==> src/inc/lsd_consts.vh <==
// Constants for the segment LCD driver controller
`ifndef LSD_CONSTS_VH
`define LSD_CONSTS_VH
`define LSD_ADDR_DATA0 8'h89
`define LSD_ADDR_DATA1 8'h8A
`define LSD_ADDR_DATA2 8'h8B
`define LSD_ADDR_DATA3 8'h8C
`define LSD_ADDR_DATA4 8'h8D
`define LSD_ADDR_DATA5 8'h8E
`define LSD_ADDR_DATA6 8'h91
`define LSD_ADDR_DATA7 8'h92
`define LSD_ADDR_DATA8 8'h93
`define LSD_ADDR_DATA9 8'h94
`define LSD_ADDR_DATA10 8'h95
`define LSD_ADDR_DATA11 8'h96
`define LSD_ADDR_DATA12 8'h97
`define LSD_ADDR_DATA13 8'h99
`define LSD_ADDR_DATA14 8'h9A
`define LSD_ADDR_DATA15 8'h9B
`define LSD_ADDR_CTRL 8'h9D
`define LSD_CTRL_RESET 8'h00
`define LSD_CTRL_WMASK 8'h7F
`define LSD_DATA_RESET 8'h00
`define LSD_CLKDIV_HI 6
`define LSD_CLKDIV_LO 5
`define LSD_BLANK_BIT 4
`define LSD_SIZE_BIT 3
`define LSD_MUX_HI 2
`define LSD_MUX_LO 1
`define LSD_BIAS_BIT 0
`define LSD_MUX_STATIC 2'h0
`define LSD_MUX_TWO 2'h1
`define LSD_MUX_THREE 2'h2
`define LSD_MUX_FOUR 2'h3
`define LSD_DIV_ONE 2'h0
`define LSD_DIV_TWO 2'h1
`define LSD_DIV_FOUR 2'h2
`define LSD_HALF_PINS 16
`define LSD_SETPOINT_BASE_MV 16'h076C
`define LSD_SETPOINT_STEP_MV 16'h003C
`endif

==> src/rtl/lsd_driver.v <==
// Segment LCD driver controller: data registers, frame timing, contrast mode
`timescale 1ns/1ns
`default_nettype none
`include "lsd_consts.vh"
module lsd_driver (
    // Clock and reset
    input wire clk_sys,
    input wire resetn,
    // Register port (8-bit special function register access)
    input wire [7:0] reg_addr,
    input wire [7:0] reg_wdata,
    input wire reg_wr,
    output wire [7:0] reg_rdata,
    // Oscillator tick and loose control bits
    input wire osc_tick,
    input wire display_master_enable,
    input wire display_data_clear,
    input wire [9:0] refresh_prescaler_value,
    // Contrast mode bits and monitor result
    input wire pump_reduced_drive,
    input wire pump_bypass,
    input wire contrast_mode_select,
    input wire battery_monitor_enable,
    input wire battery_low,
    input wire [4:0] contrast_setpoint,
    // Drive outputs: code 0 ground, 1..3 bias levels (3 = full supply)
    output reg [63:0] segment_level,
    output reg [7:0] backplane_level,
    output reg [15:0] target_mv,
    output reg pump_enable,
    output reg pump_low_power,
    output reg supply_regulate,
    output reg supply_bypass,
    output reg [2:0] contrast_mode,
    output reg display_active,
    output reg frame_tick
);
    reg [7:0] data_r [0:15];
    reg [7:0] ctrl_r;
    reg [3:0] sel_idx;
    reg sel_hit;
    reg [1:0] div_cnt_r;
    reg clk_en;
    reg [9:0] pre_cnt_r;
    reg [1:0] com_r;
    reg phase_r;
    wire [1:0] mux_mode = ctrl_r[`LSD_MUX_HI:`LSD_MUX_LO];
    wire [1:0] div_code = ctrl_r[`LSD_CLKDIV_HI:`LSD_CLKDIV_LO];
    wire half_bias = ctrl_r[`LSD_BIAS_BIT];
    wire blank = ctrl_r[`LSD_BLANK_BIT];
    wire size32 = ctrl_r[`LSD_SIZE_BIT];
    wire [1:0] last_com = mux_mode;
    integer k;

    // ==========================================================
    // Register decode
    always @* begin
        sel_hit = 1'b1;
        sel_idx = 4'h0;
        case (reg_addr)
            `LSD_ADDR_DATA0: sel_idx = 4'h0;
            `LSD_ADDR_DATA1: sel_idx = 4'h1;
            `LSD_ADDR_DATA2: sel_idx = 4'h2;
            `LSD_ADDR_DATA3: sel_idx = 4'h3;
            `LSD_ADDR_DATA4: sel_idx = 4'h4;
            `LSD_ADDR_DATA5: sel_idx = 4'h5;
            `LSD_ADDR_DATA6: sel_idx = 4'h6;
            `LSD_ADDR_DATA7: sel_idx = 4'h7;
            `LSD_ADDR_DATA8: sel_idx = 4'h8;
            `LSD_ADDR_DATA9: sel_idx = 4'h9;
            `LSD_ADDR_DATA10: sel_idx = 4'hA;
            `LSD_ADDR_DATA11: sel_idx = 4'hB;
            `LSD_ADDR_DATA12: sel_idx = 4'hC;
            `LSD_ADDR_DATA13: sel_idx = 4'hD;
            `LSD_ADDR_DATA14: sel_idx = 4'hE;
            `LSD_ADDR_DATA15: sel_idx = 4'hF;
            default: sel_hit = 1'b0;
        endcase
    end

    // Unmapped addresses read zero; reserved control bit reads zero
    assign reg_rdata = sel_hit ? data_r[sel_idx] :
                       (reg_addr == `LSD_ADDR_CTRL) ? ctrl_r : 8'h00;

    always @(posedge clk_sys or negedge resetn) begin
        if (!resetn) begin
            ctrl_r <= `LSD_CTRL_RESET;
            for (k = 0; k < 16; k = k + 1)
                data_r[k] <= `LSD_DATA_RESET;
        end else begin
            if (reg_wr && reg_addr == `LSD_ADDR_CTRL)
                ctrl_r <= reg_wdata & `LSD_CTRL_WMASK;
            // Clear level wins over a same-cycle data write
            if (display_data_clear) begin
                for (k = 0; k < 16; k = k + 1)
                    data_r[k] <= `LSD_DATA_RESET;
            end else if (reg_wr && sel_hit) begin
                data_r[sel_idx] <= reg_wdata;
            end
        end
    end

    // ==========================================================
    // Display clock divider
    always @* begin
        case (div_code)
            `LSD_DIV_ONE: clk_en = osc_tick;
            `LSD_DIV_TWO: clk_en = osc_tick && div_cnt_r[0];
            `LSD_DIV_FOUR: clk_en = osc_tick && (div_cnt_r == 2'h3);
            default: clk_en = 1'b0; // Reserved code stalls the display clock
        endcase
    end

    always @(posedge clk_sys or negedge resetn) begin
        if (!resetn)
            div_cnt_r <= 2'h0;
        else if (!display_master_enable)
            div_cnt_r <= 2'h0;
        else if (osc_tick)
            div_cnt_r <= div_cnt_r + 2'h1;
    end

    // ==========================================================
    // Frame timing: each backplane slot has two polarity phases,
    // each phase lasting 2*(prescaler[8:0]+1) display clocks, so one frame
    // spans 4 * backplanes * (prescaler[8:0]+1) display clocks.
    // At-or-above: a prescaler lowered mid-phase ends the phase at once, no counter wrap
    wire slot_done = clk_en && (pre_cnt_r >= {refresh_prescaler_value[8:0], 1'b1});
    always @(posedge clk_sys or negedge resetn) begin
        if (!resetn) begin
            pre_cnt_r <= 10'h000;
            com_r <= 2'h0;
            phase_r <= 1'b0;
            frame_tick <= 1'b0;
        end else begin
            frame_tick <= 1'b0;
            if (!display_master_enable) begin
                pre_cnt_r <= 10'h000;
                com_r <= 2'h0;
                phase_r <= 1'b0;
            end else if (clk_en) begin
                if (slot_done) begin
                    pre_cnt_r <= 10'h000;
                    phase_r <= ~phase_r;
                    if (phase_r) begin
                        if (com_r >= last_com) begin
                            com_r <= 2'h0;
                            frame_tick <= 1'b1;
                        end else begin
                            com_r <= com_r + 2'h1;
                        end
                    end
                end else begin
                    pre_cnt_r <= pre_cnt_r + 10'h001;
                end
            end
        end
    end

    // ==========================================================
    // Waveform levels. Full supply = 3; 1/3 bias uses 1 and 2,
    // 1/2 bias uses the mid level, always coded 1 (code 2 is never driven).
    wire [1:0] lvl_hi = 2'h3;
    wire [1:0] lvl_on_un = half_bias ? 2'h1 : 2'h2;
    wire [1:0] lvl_off_un = half_bias ? 2'h1 : 2'h1;
    wire [1:0] seg_off_sel = half_bias ? 2'h1 : 2'h2;

    genvar gb;
    generate
        for (gb = 0; gb < 4; gb = gb + 1) begin : g_bp
            wire used = (gb <= mux_mode);
            wire sel = (com_r == gb);
            reg [1:0] lvl;
            always @* begin
                if (mux_mode == `LSD_MUX_STATIC)
                    lvl = phase_r ? lvl_hi : 2'h0;
                else if (sel)
                    lvl = phase_r ? 2'h0 : lvl_hi;
                else
                    lvl = phase_r ? lvl_on_un : lvl_off_un;
            end
            always @(posedge clk_sys or negedge resetn) begin
                if (!resetn)
                    backplane_level[2*gb+1:2*gb] <= 2'h0;
                else
                    backplane_level[2*gb+1:2*gb] <= (display_active && used) ?
                                                     lvl : 2'h0;
            end
        end
    endgenerate

    genvar gs;
    generate
        for (gs = 0; gs < 32; gs = gs + 1) begin : g_seg
            wire [3:0] nib = data_r[gs / 2][4*(gs%2)+3:4*(gs%2)];
            wire pin_used = (gs < `LSD_HALF_PINS) || size32;
            wire bit_on = nib[com_r] && (com_r <= mux_mode) && !blank;
            reg [1:0] lvl;
            always @* begin
                if (mux_mode == `LSD_MUX_STATIC)
                    lvl = (bit_on ^ phase_r) ? lvl_hi : 2'h0;
                else if (bit_on)
                    lvl = phase_r ? lvl_hi : 2'h0;
                else
                    lvl = phase_r ? seg_off_sel : (half_bias ? 2'h1 : 2'h1);
            end
            always @(posedge clk_sys or negedge resetn) begin
                if (!resetn)
                    segment_level[2*gs+1:2*gs] <= 2'h0;
                else
                    segment_level[2*gs+1:2*gs] <= (display_active && pin_used) ?
                                                   lvl : 2'h0;
            end
        end
    endgenerate

    // ==========================================================
    // Contrast mode and supply path
    localparam [3:0] ST_M1 = 4'b0001;
    localparam [3:0] ST_M2 = 4'b0010;
    localparam [3:0] ST_M3 = 4'b0100;
    localparam [3:0] ST_M4 = 4'b1000;
    reg [3:0] mode_st;
    always @* begin
        // Reduced-drive bit left out of the decode: software may clear it
        case ({pump_bypass, contrast_mode_select, battery_monitor_enable})
            3'b100: mode_st = ST_M1;
            3'b111: mode_st = ST_M2;
            3'b011: mode_st = ST_M3;
            3'b001: mode_st = ST_M4;
            default: mode_st = ST_M1; // Unlisted combos fall back to bypass
        endcase
    end

    always @(posedge clk_sys or negedge resetn) begin
        if (!resetn) begin
            display_active <= 1'b0;
            pump_enable <= 1'b0;
            pump_low_power <= 1'b0;
            supply_regulate <= 1'b0;
            supply_bypass <= 1'b1;
            contrast_mode <= 3'h1;
            target_mv <= `LSD_SETPOINT_BASE_MV;
        end else begin
            display_active <= display_master_enable;
            pump_low_power <= pump_reduced_drive;
            target_mv <= `LSD_SETPOINT_BASE_MV +
                         {11'h000, contrast_setpoint} * `LSD_SETPOINT_STEP_MV;
            case (mode_st)
                ST_M1: begin
                    contrast_mode <= 3'h1;
                    pump_enable <= 1'b0;
                    supply_regulate <= 1'b0;
                    supply_bypass <= 1'b1;
                end
                ST_M2: begin
                    contrast_mode <= 3'h2;
                    pump_enable <= battery_low;
                    supply_regulate <= 1'b0;
                    supply_bypass <= !battery_low;
                end
                ST_M3: begin
                    contrast_mode <= 3'h3;
                    pump_enable <= battery_low;
                    supply_regulate <= !battery_low;
                    supply_bypass <= 1'b0;
                end
                ST_M4: begin
                    contrast_mode <= 3'h4;
                    pump_enable <= 1'b0;
                    supply_regulate <= !battery_low;
                    supply_bypass <= battery_low;
                end
                default: begin
                    contrast_mode <= 3'h1;
                    pump_enable <= 1'b0;
                    supply_regulate <= 1'b0;
                    supply_bypass <= 1'b1;
                end
            endcase
        end
    end
endmodule
`default_nettype wire

==> config.mk <==
export PLATFORM = sky130hd
export DESIGN_NAME = lsd_driver
export DESIGN_NICKNAME = d
export VERILOG_FILES = /design/src/rtl/lsd_driver.v
export VERILOG_INCLUDE_DIRS = /design/src /design/src/inc
export SDC_FILE = /design/constraint.sdc
export NUM_CORES = 1
export LEC_CHECK = 0
export ABC_CLOCK_PERIOD_IN_PS = 2900
export BUFFER_PORTS_ARGS = -buffer_cell sky130_fd_sc_hd__buf_2
export CORE_MARGIN = 2
export CORE_UTILIZATION = 54
export CTS_CLUSTER_DIAMETER = 100
export DETAILED_ROUTE_END_ITERATION = 8
export PLACE_DENSITY = 0.78
export SETUP_SLACK_MARGIN = 0.1
export SYNTH_ARGS = -nofsm -noshare
export SYNTH_HDL_FRONTEND = slang
export SYNTH_SLANG_ARGS = --single-unit
==> constraint.sdc <==
create_clock -name clk_sys -period 2.9 [get_ports clk_sys]
set_clock_uncertainty 0.1 [all_clocks]
set_input_delay 0.29 -clock clk_sys [delete_from_list [all_inputs] [get_ports clk_sys]]
set_output_delay 0.29 -clock clk_sys [all_outputs]
set_load 0.005 [all_outputs]
# Word-level counts from Yosys, hierarchy flattened
# Index checks and enable logic that the tools add are counted.
[totals]
reg_bits = 243
inputBits = 42
out_inout_bits = 105
wordCells = 475
[op_classes]
n_addsub = 4
n_mul = 1
n_lt_le_gt_ge = 9
eq_ne = 33
muxes = 244
n_bitwise = 34
reduce_logical = 85
[ops]
columns = ["operator", "count"]
rows = [
  ["2-bit 2-to-1 mux", 151],
  ["128-bit 2-to-1 mux", 2],
  ["8-bit equality test, second input constant", 17],
  ["128-bit bitwise mux", 1],
  ["1-bit logical AND", 74],
  ["1-bit binary-select mux with 2-bit select", 32],
  ["4-bit one-hot mux with 15 select lines", 1],
  ["1-bit 2-to-1 mux", 43],
  ["8-bit binary-select mux with 4-bit select", 1],
  ["8-bit demux with 4-bit select", 1],
  ["8-bit 2-to-1 mux", 4],
  ["1-bit bitwise XOR", 32],
  ["10-bit 2-to-1 mux", 3],
  ["16-bit OR reduction", 1],
  ["11-bit by 11-bit adder with 12-bit output, first input constant", 1],
  ["4-bit one-hot mux with 3 select lines", 1],
  ["10-bit by 1-bit adder with 10-bit output, second input constant", 1],
  ["10-bit greater-or-equal comparator", 1],
  ["5-bit by 4-bit multiplier with 9-bit output, second input constant", 1],
  ["3-bit one-hot mux with 3 select lines", 1],
  ["2-bit equality test, second input constant", 4],
  ["7-bit 2-to-1 mux", 1],
  ["2-bit zero test", 3],
  ["2-bit by 1-bit != test with 1-bit output, second input constant", 3],
  ["other kinds (24)", 30],
]

# Logic depth before layout (Yosys ltp)
# Gate-level depths: netlist (run 1).
[depth]
depth_word = 10
depth_mapped = 11
ltp_nobuf = 11

# Worst setup path before layout (run 1)
# OpenSTA, ideal clock, no wires.
[synth_path]
path_kind = "input-to-reg"
start = "input contrast_setpoint[2]"
end = "register target_mv[11]"
setup_ps = 136
t_arrival_ps = 3132
t_required_ps = 2664
path_slack_ps = -469
stages = 9
path_buffers = 0
cell_sequence = "inv_1 > fa_1 > fa_1 > inv_1 > ha_1 > a21oi_1 > o211a_1 > a2111oi_0 > or3b_2"
[synth_between]
elab_chain_len = 2
[synth_rtl]
columns = ["item", "line", "source"]
rows = [
  ["from (decl)", "lsd_driver.v:25", "input wire [4:0] contrast_setpoint,"],
  ["5-bit by 4-bit multiplier with 9-bit output (no line)", "n/a", ""],
  ["11-bit by 11-bit adder with 12-bit output (no line)", "n/a", ""],
  ["to (signal assigned)", "lsd_driver.v:243", "target_mv <= `LSD_SETPOINT_BASE_MV;"],
  ["to (signal assigned)", "lsd_driver.v:247", "target_mv <= `LSD_SETPOINT_BASE_MV +"],
  ["to (decl)", "lsd_driver.v:29", "output reg [15:0] target_mv,"],
]
# Every way passes these cells.
# A chain may end at the register's enable or synchronous reset.

# Worst setup path in the final report (run 1)
[layout_path]
start = "register ctrl_r[1]"
end = "output reg_rdata[1]"
[layout_between]
elab_chain_len = 2
[layout_rtl]
columns = ["item", "line", "source"]
rows = [
  ["from (decl)", "lsd_driver.v:39", "reg [7:0] ctrl_r;"],
  ["from (signal assigned)", "lsd_driver.v:87", "ctrl_r <= `LSD_CTRL_RESET;"],
  ["from (signal assigned)", "lsd_driver.v:92", "ctrl_r <= reg_wdata & `LSD_CTRL_WMASK;"],
  ["7-bit 2-to-1 mux", "lsd_driver.v:83", "(reg_addr == `LSD_ADDR_CTRL) ? ctrl_r : 8'h00;"],
  ["8-bit 2-to-1 mux", "lsd_driver.v:82", "assign reg_rdata = sel_hit ? data_r[sel_idx] :"],
  ["to (decl)", "lsd_driver.v:13", "output wire [7:0] reg_rdata,"],
]
# Every way passes these cells.

==> results of run 1 <==
-- repair_timing --
action,in CTS,in global routing
setup endpoints to repair,10,20
resized for setup,25,17
hold buffers,12,0
hold endpoints to repair,69,0
cloned,0,1
pin swaps,13,14
setup buffers,6,1
-- power by group --
part / internal, mW / total, mW / switching (mW)
sequential: 3.49 / 3.52 / 0.0308
clock: 2.30 / 3.68 / 1.38
combinational: 0.503 / 1.12 / 0.617
-- cells by family after synthesis --
logic type,Yosys count,synth area share
AO/OA/AOI/OAI,358,0.1669
XOR/XNOR,53,0.03338
adder cells (fa/ha/maj),40,0.03977
buffers and inverters,157,0.04526
flip-flops,241,0.4345
multiplexers,124,0.1194
other,1,0.0002697
AND/OR/NAND/NOR,455,0.1604
-- flip-flops by register name, summed over array words and instances, names as in the netlist, 3 cells and up --
register / cells
segment_level: 64
backplane_level: 8
target_mv: 10
ctrl_r: 7
data_r: 128
contrast_mode: 3
pre_cnt_r: 10
-- cell type report --
type	instances	area (µm²)
Tap cell	330	412.9
Clock buffer	33	718.2
Multi-Input combinational cell	1037	7523
Inverter	39	150.1
Clock inverter	16	246.5
Fill cell	1948	8557
Timing Repair Buffer	241	1598
Sequential cell	241	6048
-- critical path: stages (launching register included) --
cell and delay, ns:
dfrtp_1 0.38, buf_6 0.12, mux2_4 0.26, a22oi_2 0.15
o2bb2ai_2 0.09, a221oi_2 0.22, nand3_1 0.17, or3_1 0.40
buf_2 0.15
-- layout by cell type (no fill, tap or decap), types with 32 or more instances in the layout --
cell     count
mux4_2      32
or2_2       32
a22oi_1     36
buf_2      132
a21oi_1    108
xor2_1      40
buf_4       83
nor2_1     141
o21ai_0     79
dfrtp_1    229
inv_1       37
ha_1        32
mux2i_1     77
nor3b_1     36
nand2_1    126
-- metrics by stage --
step           hold WS (ns)  cell area [µm²]
2_1_floorplan       -0.1056            13990
3_3_place_gp         0.1536            15340
3_5_place_dp         0.1537            15340
4_1_cts             0.05755            16590
5_1_grt             0.08195            16700
6_report            0.07474            16700
-- per-layer routing --
| metal | wire length (µm) | up-vias | GRT usage |
|---|---|---|---|
| li1 | - | 5376 | - |
| met1 | 14870 | 5697 | 0.3647 |
| met2 | 17950 | 607 | 0.4456 |
| met3 | 3690 | 82 | 0.06781 |
| met4 | 955 | 4 | 0.08458 |
| met5 | 20 | - | 0 |
-- worst paths after layout --
kind	end	slack (ns)	cells past startpoint
max in group asynchronous	target_mv[3]	1.71	3
min reg2reg	div_cnt_r[1]	0.44	2
min in group asynchronous	phase_r	0.19	2
max	reg_rdata[1]	0.06	8
max reg2reg	segment_level[18]	0.22	6
min	supply_bypass	0.07	4
==> results.json, run 1 <==
{
  "wl_per_cell_um": 19.35,
  "yosysWarnings": 0,
  "htree_levels": 1,
  "syn_avg_cell_area_um2": 9.730,
  "final_nets": 1669,
  "synth_top_area_share": 0.4175,
  "cellPowerDensity_nw_per_um2": 498.3,
  "endpoint_kind": "primary output",
  "postSynthCellCount": 1429,
  "relSlewSlack": 0.3833,
  "yosysMostFrequentCell": "dfrtp_1",
  "clkSlewWorstSetupHoldPaths_ns": 0.06,
  "crit_path_start": "ctrl_r[1]",
  "worstHoldStart": "pump_bypass",
  "hold_path.class": "in -> reg",
  "cts_max_path_buffers": 3,
  "synth_edf_count": 0,
  "via_count": 11770,
  "setup_violations": 0,
  "area_delta_synth_final_pct": 20.08,
  "numPlacedInstances": 1868,
  "maxCapViolCount": 0,
  "synth_cell_type_count": 70,
  "grt_pass1_vias": 11290,
  "total_power_mw": 8.320,
  "ant_nets": 0,
  "floorplan.initialDensity": 0.5506,
  "rsz0062_at_grt": "true",
  "r2r-start": "com_r[1]",
  "crit_arrival_ns": 2.45,
  "port_buffers": 139,
  "stdcell_count": 1937,
  "numCtsBuffers": 27,
  "viasPerCell": 6.074,
  "drive_gt1_frac": 0.2576,
  "routed_wl_um": 37480,
  "netlist_area_um2": 13900,
  "dp_hpwl_um": 24910,
  "grt_remaining_overflow": 0,
  "ys_async_sr_fraction": 1.000,
  "worstPathRequired_ns": 2.51,
  "clockRootBuffer": "clkbuf_16",
  "ir_drop_v": 0.0003911,
  "hold_viol_final": 0,
  "grt_first_pass_wirelength_um": 59150,
  "drtIter0Drc": 1126,
  "layout_setup_ws_ns": 0.05505,
  "diodes": 0,
  "drv_slew": 0,
  "antenna_found_initial": 2,
  "leakage_nw": 8.050,
  "grt_max_degree": 72,
  "final.setup.tns_ns": 0,
  "path_class": "reg -> out",
  "synthTopCellsByCount": "dfrtp_1 (232), nor2_1 (143), nand2_1 (126)",
  "synth-seq-cells": 241,
  "drt_first_pass_iters": 8,
  "grt_util_all_layers": 0.2743,
  "ys_top_cells_by_area": "dfrtp_1 (42%), mux2i_1 (5.5%), mux4_2 (5.2%)",
  "dp_slack_ns": -0.3252,
  "final_core_utilization": 0.6612,
  "cts_num_sinks": 241,
  "fp.dieH_um": 164.5,
  "dieArea_um2": 27050,
  "max_slew.worst_pin.slew_ns": 0.9228,
  "synthFlopType": "dfrtp_1",
  "status": "complete, no violations",
  "clk-insertion-delay-late_ns": 0.53,
  "gp_routability_congestion": 0.8826,
  "dieWidth_um": 164.5,
  "yosysTopAreaCell": "dfrtp_1",
  "yosysSeqAreaShare": 0.4345,
  "top_level_ports": 147,
  "cts_tree": "done",
  "post-route-period-util": 0.9810,
  "core_area_um2": 25250,
  "start_kind": "register",
  "finalCriticalPeriod_ns": 2.845,
  "drc": 0,
  "critical_path.max_fanout": 2,
  "rows": 58,
  "max_freq_ghz": 0.3515
}
Power figures use the tool's default switching activity.
==> run 2: changes to the inputs <==
--- a/config.mk
+++ b/config.mk
@@ -8,11 +8,13 @@
 export LEC_CHECK = 0
 export ABC_CLOCK_PERIOD_IN_PS = 2900
 export BUFFER_PORTS_ARGS = -buffer_cell sky130_fd_sc_hd__buf_2
+export CELL_PAD_IN_SITES_DETAIL_PLACEMENT = 1
+export CELL_PAD_IN_SITES_GLOBAL_PLACEMENT = 2
 export CORE_MARGIN = 2
-export CORE_UTILIZATION = 54
+export CORE_UTILIZATION = 34
 export CTS_CLUSTER_DIAMETER = 100
 export DETAILED_ROUTE_END_ITERATION = 8
-export PLACE_DENSITY = 0.78
+export PLACE_DENSITY = 0.77
 export SETUP_SLACK_MARGIN = 0.1
 export SYNTH_ARGS = -nofsm -noshare
 export SYNTH_HDL_FRONTEND = slang
==> results.json, run 2 (synthesis results as in run 1) <==
{
  "htree_levels": 1,
  "drive_gt1_frac": 0.2761,
  "drtIter0Drc": 545,
  "clkSlewWorstSetupHoldPaths_ns": 0.06,
  "start_kind": "register",
  "ir_drop_v": 0.0003604,
  "final_nets": 1679,
  "grt_util_all_layers": 0.2115,
  "diodes": 0,
  "wl_per_cell_um": 20.61,
  "cellPowerDensity_nw_per_um2": 510.9,
  "crit_arrival_ns": 2.47,
  "intPower_mw": 6.594,
  "rsz0062_at_grt": "true",
  "max_freq_ghz": 0.3497,
  "drc": 0,
  "regMostFlops": "data_r",
  "grt_first_pass_wirelength_um": 70710,
  "r2r_cells": 10,
  "min_delay_path_depth": 4,
  "rows": 74,
  "largest_reg_flops": 128,
  "worstHoldStart": "pump_bypass",
  "ant_nets": 0,
  "core_area_um2": 40550,
  "drt_first_pass_iters": 4,
  "grt_pass1_vias": 12180,
  "maxCapViolCount": 0,
  "p_clk_frac": 0.464,
  "max_slew.worst_pin.slew_ns": 0.8325,
  "numCtsBuffers": 28,
  "power_frac_seq": 0.401,
  "fp.dieH_um": 206.2,
  "path_class": "reg -> out",
  "reg.largest.list": "data_r: 128 flops, segment_level: 64 flops",
  "worstPathRequired_ns": 2.51,
  "endpoint_kind": "primary output",
  "drv_slew": 0,
  "total_power_mw": 8.781,
  "viasPerCell": 5.421,
  "holdWs_ns": 0.06496,
  "cts_num_sinks": 241,
  "final_common_cell": "dfrtp_1",
  "status": "complete, no violations",
  "switching_share": 0.2491,
  "dieWidth_um": 206.2,
  "post-route-period-util": 0.9861,
  "r2r-start": "ctrl_r[2]",
  "clk-insertion-delay-late_ns": 0.55,
  "routed_wl_um": 44330,
  "top_level_ports": 147,
  "finalCriticalPeriod_ns": 2.860,
  "layout_common_cells": "dfrtp_1 (230), nor2_1 (141), buf_2 (135)",
  "grt_max_degree": 92,
  "leakage_nw": 8.185,
  "gp_routability_congestion": 0.8200,
  "comb_power_share": 0.134,
  "whs_endpoint": "supply_bypass",
  "cts_max_path_buffers": 3,
  "area_delta_synth_final_pct": 23.60,
  "clockRootBuffer": "clkbuf_16",
  "switching_power_mw": 2.187,
  "hold_path.class": "in -> reg",
  "grt_remaining_overflow": 0,
  "antenna_found_initial": 1,
  "timing.rr.end": "segment_level[10]",
  "hold_viol_final": 0,
  "floorplan.initialDensity": 0.3429,
  "critical_path.max_fanout": 3,
  "ff2ff_setup_slack_ns": 0.27,
  "setup_violations": 0,
  "dp_hpwl_um": 30650,
  "via_count": 11660,
  "relSlewSlack": 0.4450,
  "dieArea_um2": 42530,
  "fillers": 4598,
  "cts_tree": "done",
  "port_buffers": 139
}
[run 2: per-stage QoR]
stage	util	setup TNS (ns)	worst slack (ns)	cells	area [µm²]
floorplan	-	-0.1364	-0.07302	1434	13990
global placement	0.3858	-0.6926	-0.2925	2074	15640
detailed placement	0.3858	-1.015	-0.3453	2074	15640
CTS	0.4197	0	0.007257	2147	17020
global route	0.4238	-0.06786	-0.04544	2151	17190
finish	0.4238	0	0.04019	2151	17190
[run 2: repair_timing]
action / 4_1_cts / 5_1_grt
endpoints found under the setup margin: 8 / 36
resized for setup: 23 / 30
pin swaps: 13 / 20
buffers inserted: 10 / 3
hold endpoints to repair: 78 / 2
hold buffers: 11 / 2
[run 2: area by class of cell]
type                       count  area [µm²]  share of cell area
inverter                      39       150.1            0.008736
clock inverter                20       312.8             0.01820
clock buffer                  32       757.0             0.04404
timing repair buffer         251        1679             0.09770
multi-input combinational   1036        7575              0.4407
sequential                   241        6047              0.3518
tap                          532       665.6             0.03873
[run 2: layer usage]
layer	wire, µm	global-route usage
met4	604	0.04439
met2	20770	0.3431
met5	13	0
met3	1897	0.02602
met1	21050	0.3029
[run 2: worst max-delay path by stage]
stage,start,end,cells after the start
after global routing,data_r[46],reg_rdata[6],7
after floorplan,contrast_setpoint[2],target_mv[11],11
after global placement,contrast_setpoint[0],target_mv[11],11
after CTS,ctrl_r[6],reg_rdata[6],7
after detailed placement,contrast_setpoint[0],target_mv[11],11
final,data_r[46],reg_rdata[6],7
[run 2: worst max-delay path, stage by stage, from the launching register on]
cell,delay (ns)
dfrtp_1,0.40
mux2_4,0.30
a22oi_2,0.15
nor2_2,0.06
a221oi_2,0.22
o311ai_2,0.19
or4_4,0.47
buf_6,0.14
[run 2: power by group through the flow]
stage	sequential, mW	clock, mW	combinational (mW)
3_3_place_gp	3.58	0	1.12
6_report	3.52	4.08	1.18
2_1_floorplan	3.59	0	0.602
5_1_grt	3.53	4.32	1.32
4_1_cts	3.52	4.17	1.18
3_5_place_dp	3.59	0	1.15
==> run 3: changes to the inputs <==
==> constraint.sdc (replaced) <==
create_clock -name clk_sys -period 2.9 [get_ports clk_sys]
set_clock_uncertainty 0.1 [all_clocks]
set_input_delay 0.725 -clock clk_sys [delete_from_list [all_inputs] [get_ports clk_sys]]
set_output_delay 0.725 -clock clk_sys [all_outputs]
set_load 0.005 [all_outputs]
==> results.json, run 3 (synthesis results as in run 1) <==
{
  "status": "complete, but fails checks",
  "violations": "negative setup slack",
  "r2r-start": "ctrl_r[2]",
  "layout_setup_ws_ns": -0.5037,
  "cpMostUsedCell": "buf_4",
  "holdWs_ns": 0.003614,
  "rsz0062_at_grt": "true",
  "max_slew.worst_pin.slew_ns": 0.8817,
  "fillers": 4487,
  "drc": 0,
  "p_clk_frac": 0.448,
  "wl_per_cell_um": 21.44,
  "viasPerCell": 5.435,
  "endpoint_kind": "primary output",
  "routed-wl-met2_um": 22900,
  "drv_slew": 0,
  "clk-insertion-delay-late_ns": 0.56,
  "dieArea_um2": 42530,
  "dp_hpwl_um": 32560,
  "ant_nets": 0,
  "final_area_um2": 18420,
  "slowest_delay_ns": 0.42,
  "final_common_cell": "dfrtp_1",
  "drt_first_pass_iters": 5,
  "clkSlewWorstSetupHoldPaths_ns": 0.06,
  "max_freq_ghz": 0.2938,
  "drtIter0Drc": 762,
  "area_delta_synth_final_pct": 32.47,
  "core_area_um2": 40550,
  "comb_power_share": 0.156,
  "crit_arrival_ns": 2.58,
  "grt_pass1_vias": 12340,
  "gp_routability_congestion": 0.8487,
  "start_kind": "input pin",
  "setup_violations": 10,
  "port_buffers": 139,
  "top_level_ports": 147,
  "floorplan.initialDensity": 0.3429,
  "maxCapViolCount": 0,
  "crit_end": "reg_rdata[4]",
  "timing.rr.end": "segment_level[62]",
  "reg.largest.list": "data_r: 128 flops, segment_level: 64 flops",
  "path_class": "in -> out",
  "rows": 74,
  "cts_max_path_buffers": 3,
  "cts_tree": "done",
  "grt_remaining_overflow": 0,
  "clockRootBuffer": "clkbuf_16",
  "relSlewSlack": 0.4108,
  "worstPathRequired_ns": 2.08,
  "grt_first_pass_wirelength_um": 73450,
  "finalCriticalPeriod_ns": 3.404,
  "ir_drop_v": 0.0004257,
  "dieWidth_um": 206.2,
  "cts_num_sinks": 241,
  "top_layer_used": "met4",
  "switching_share": 0.2646,
  "met3_wirelength_um": 2030,
  "intPower_mw": 6.541,
  "drive_gt1_frac": 0.3548,
  "cp_cell_sequence": "clkbuf_4 > buf_4 > nor2b_2 > o221ai_1 > buf_4 > o22ai_1 > or3_4 > buf_6",
  "grt_max_degree": 71,
  "final_nets": 1737,
  "critical_path.max_fanout": 10,
  "ff2ff_setup_slack_ns": 0.29,
  "crit_path_top_delay_cell": "o221ai_1",
  "final.setup.tns_ns": -3.928,
  "fp.dieH_um": 206.2,
  "htree_levels": 1,
  "largest_reg_flops": 128,
  "layout_common_cells": "dfrtp_1 (230), nor2_1 (140), buf_4 (128)",
  "place_area_um2": 16320,
  "switching_power_mw": 2.354,
  "total_power_mw": 8.894,
  "r2r_cells": 11,
  "leakage_nw": 8.720,
  "numCtsBuffers": 29,
  "routed_wl_um": 47370,
  "via_count": 12010,
  "cellPowerDensity_nw_per_um2": 482.9,
  "post-route-period-util": 1.174,
  "hold_viol_final": 0,
  "crit_path_start": "reg_addr[0]",
  "grt_util_all_layers": 0.2221,
  "power_frac_seq": 0.396,
  "holdBufCountCts": 0,
  "antenna_found_initial": 0,
  "met1_length_um": 21680,
  "hold_path.class": "in -> async",
  "regMostFlops": "data_r"
}
[run 3: cell count changes in the layout (fill, tap and decap cells not counted), moves of 7 or more]
cell / delta
buf_4: +35
buf_6: +31
a22oi_1: -22
a22oi_2: +22
buf_2: -12
dlygate4sd3_1: -12
buf_12: +11
nor3b_1: -9
nor3b_2: +8
nand3_1: -7
[run 3: power groups by stage]
stage	Sequential [mW]	Clock (mW)	Combinational, mW
3_3_place_gp	3.58	0	1.17
3_5_place_dp	3.58	0	1.21
4_1_cts	3.52	4.07	1.29
2_1_floorplan	3.59	0	0.614
5_1_grt	3.53	4.21	1.52
6_report	3.52	3.99	1.39
[run 3: repair_timing]
item	4_1_cts	5_1_grt
endpoints found under the setup margin	11	49
gates resized for setup	108	83
pin swaps	43	39
gates cloned	0	1
buffers inserted	7	10
[run 3: metal layers]
| layer | track usage | vias up |
|---|---|---|
| met5 | 0 | - |
| met4 | 0.04260 | 0 |
| met3 | 0.02854 | 51 |
| met2 | 0.3674 | 233 |
| met1 | 0.3129 | 6225 |
| li1 | - | 5503 |
[run 3: final cells by class]
| class | count | area, µm² | area share |
|---|---|---|---|
| Multi-Input combinational cell | 1036 | 8118 | 0.4407 |
| Sequential cell | 241 | 6047 | 0.3283 |
| Timing Repair Buffer | 308 | 2391 | 0.1298 |
| Clock buffer | 35 | 798.3 | 0.04334 |
| Tap cell | 532 | 665.6 | 0.03614 |
| Clock inverter | 18 | 246.5 | 0.01338 |
| Inverter | 39 | 150.1 | 0.008152 |
| Antenna cell | 1 | 2.502 | 0.0001359 |
[run 3: stage by stage]
step                      worst slack, ns  cells  utilization
after CTS                         -0.5407   2198       0.4419
final                             -0.5037   2210       0.4542
after detailed placement          -0.7621   2138       0.4024
after global routing              -0.5551   2209       0.4541
after floorplan                   -0.5080   1434            -
after global placement            -0.7126   2138       0.4024
[run 3: worst min path at each step]
| stage | endpoint | slack (ns) | startpoint | cells past startpoint |
|---|---|---|---|---|
| floorplan | backplane_level[0] | 0.33 | resetn | 0 |
| global placement | data_r[44] | 0.41 | data_r[44] | 2 |
| detailed placement | data_r[50] | 0.43 | data_r[50] | 2 |
| CTS | backplane_level[6] | 0.0004 | resetn | 1 |
| global route | pre_cnt_r[9] | 0.02 | resetn | 1 |
| finish | backplane_level[6] | 0.004 | resetn | 1 |
[run 3: critical path, delay by kind of cell]
kind	cells	cell delay, ns
AO/OA/AOI/OAI	2	0.52
buffers and inverters	4	0.74
AND/OR/NAND/NOR	2	0.59
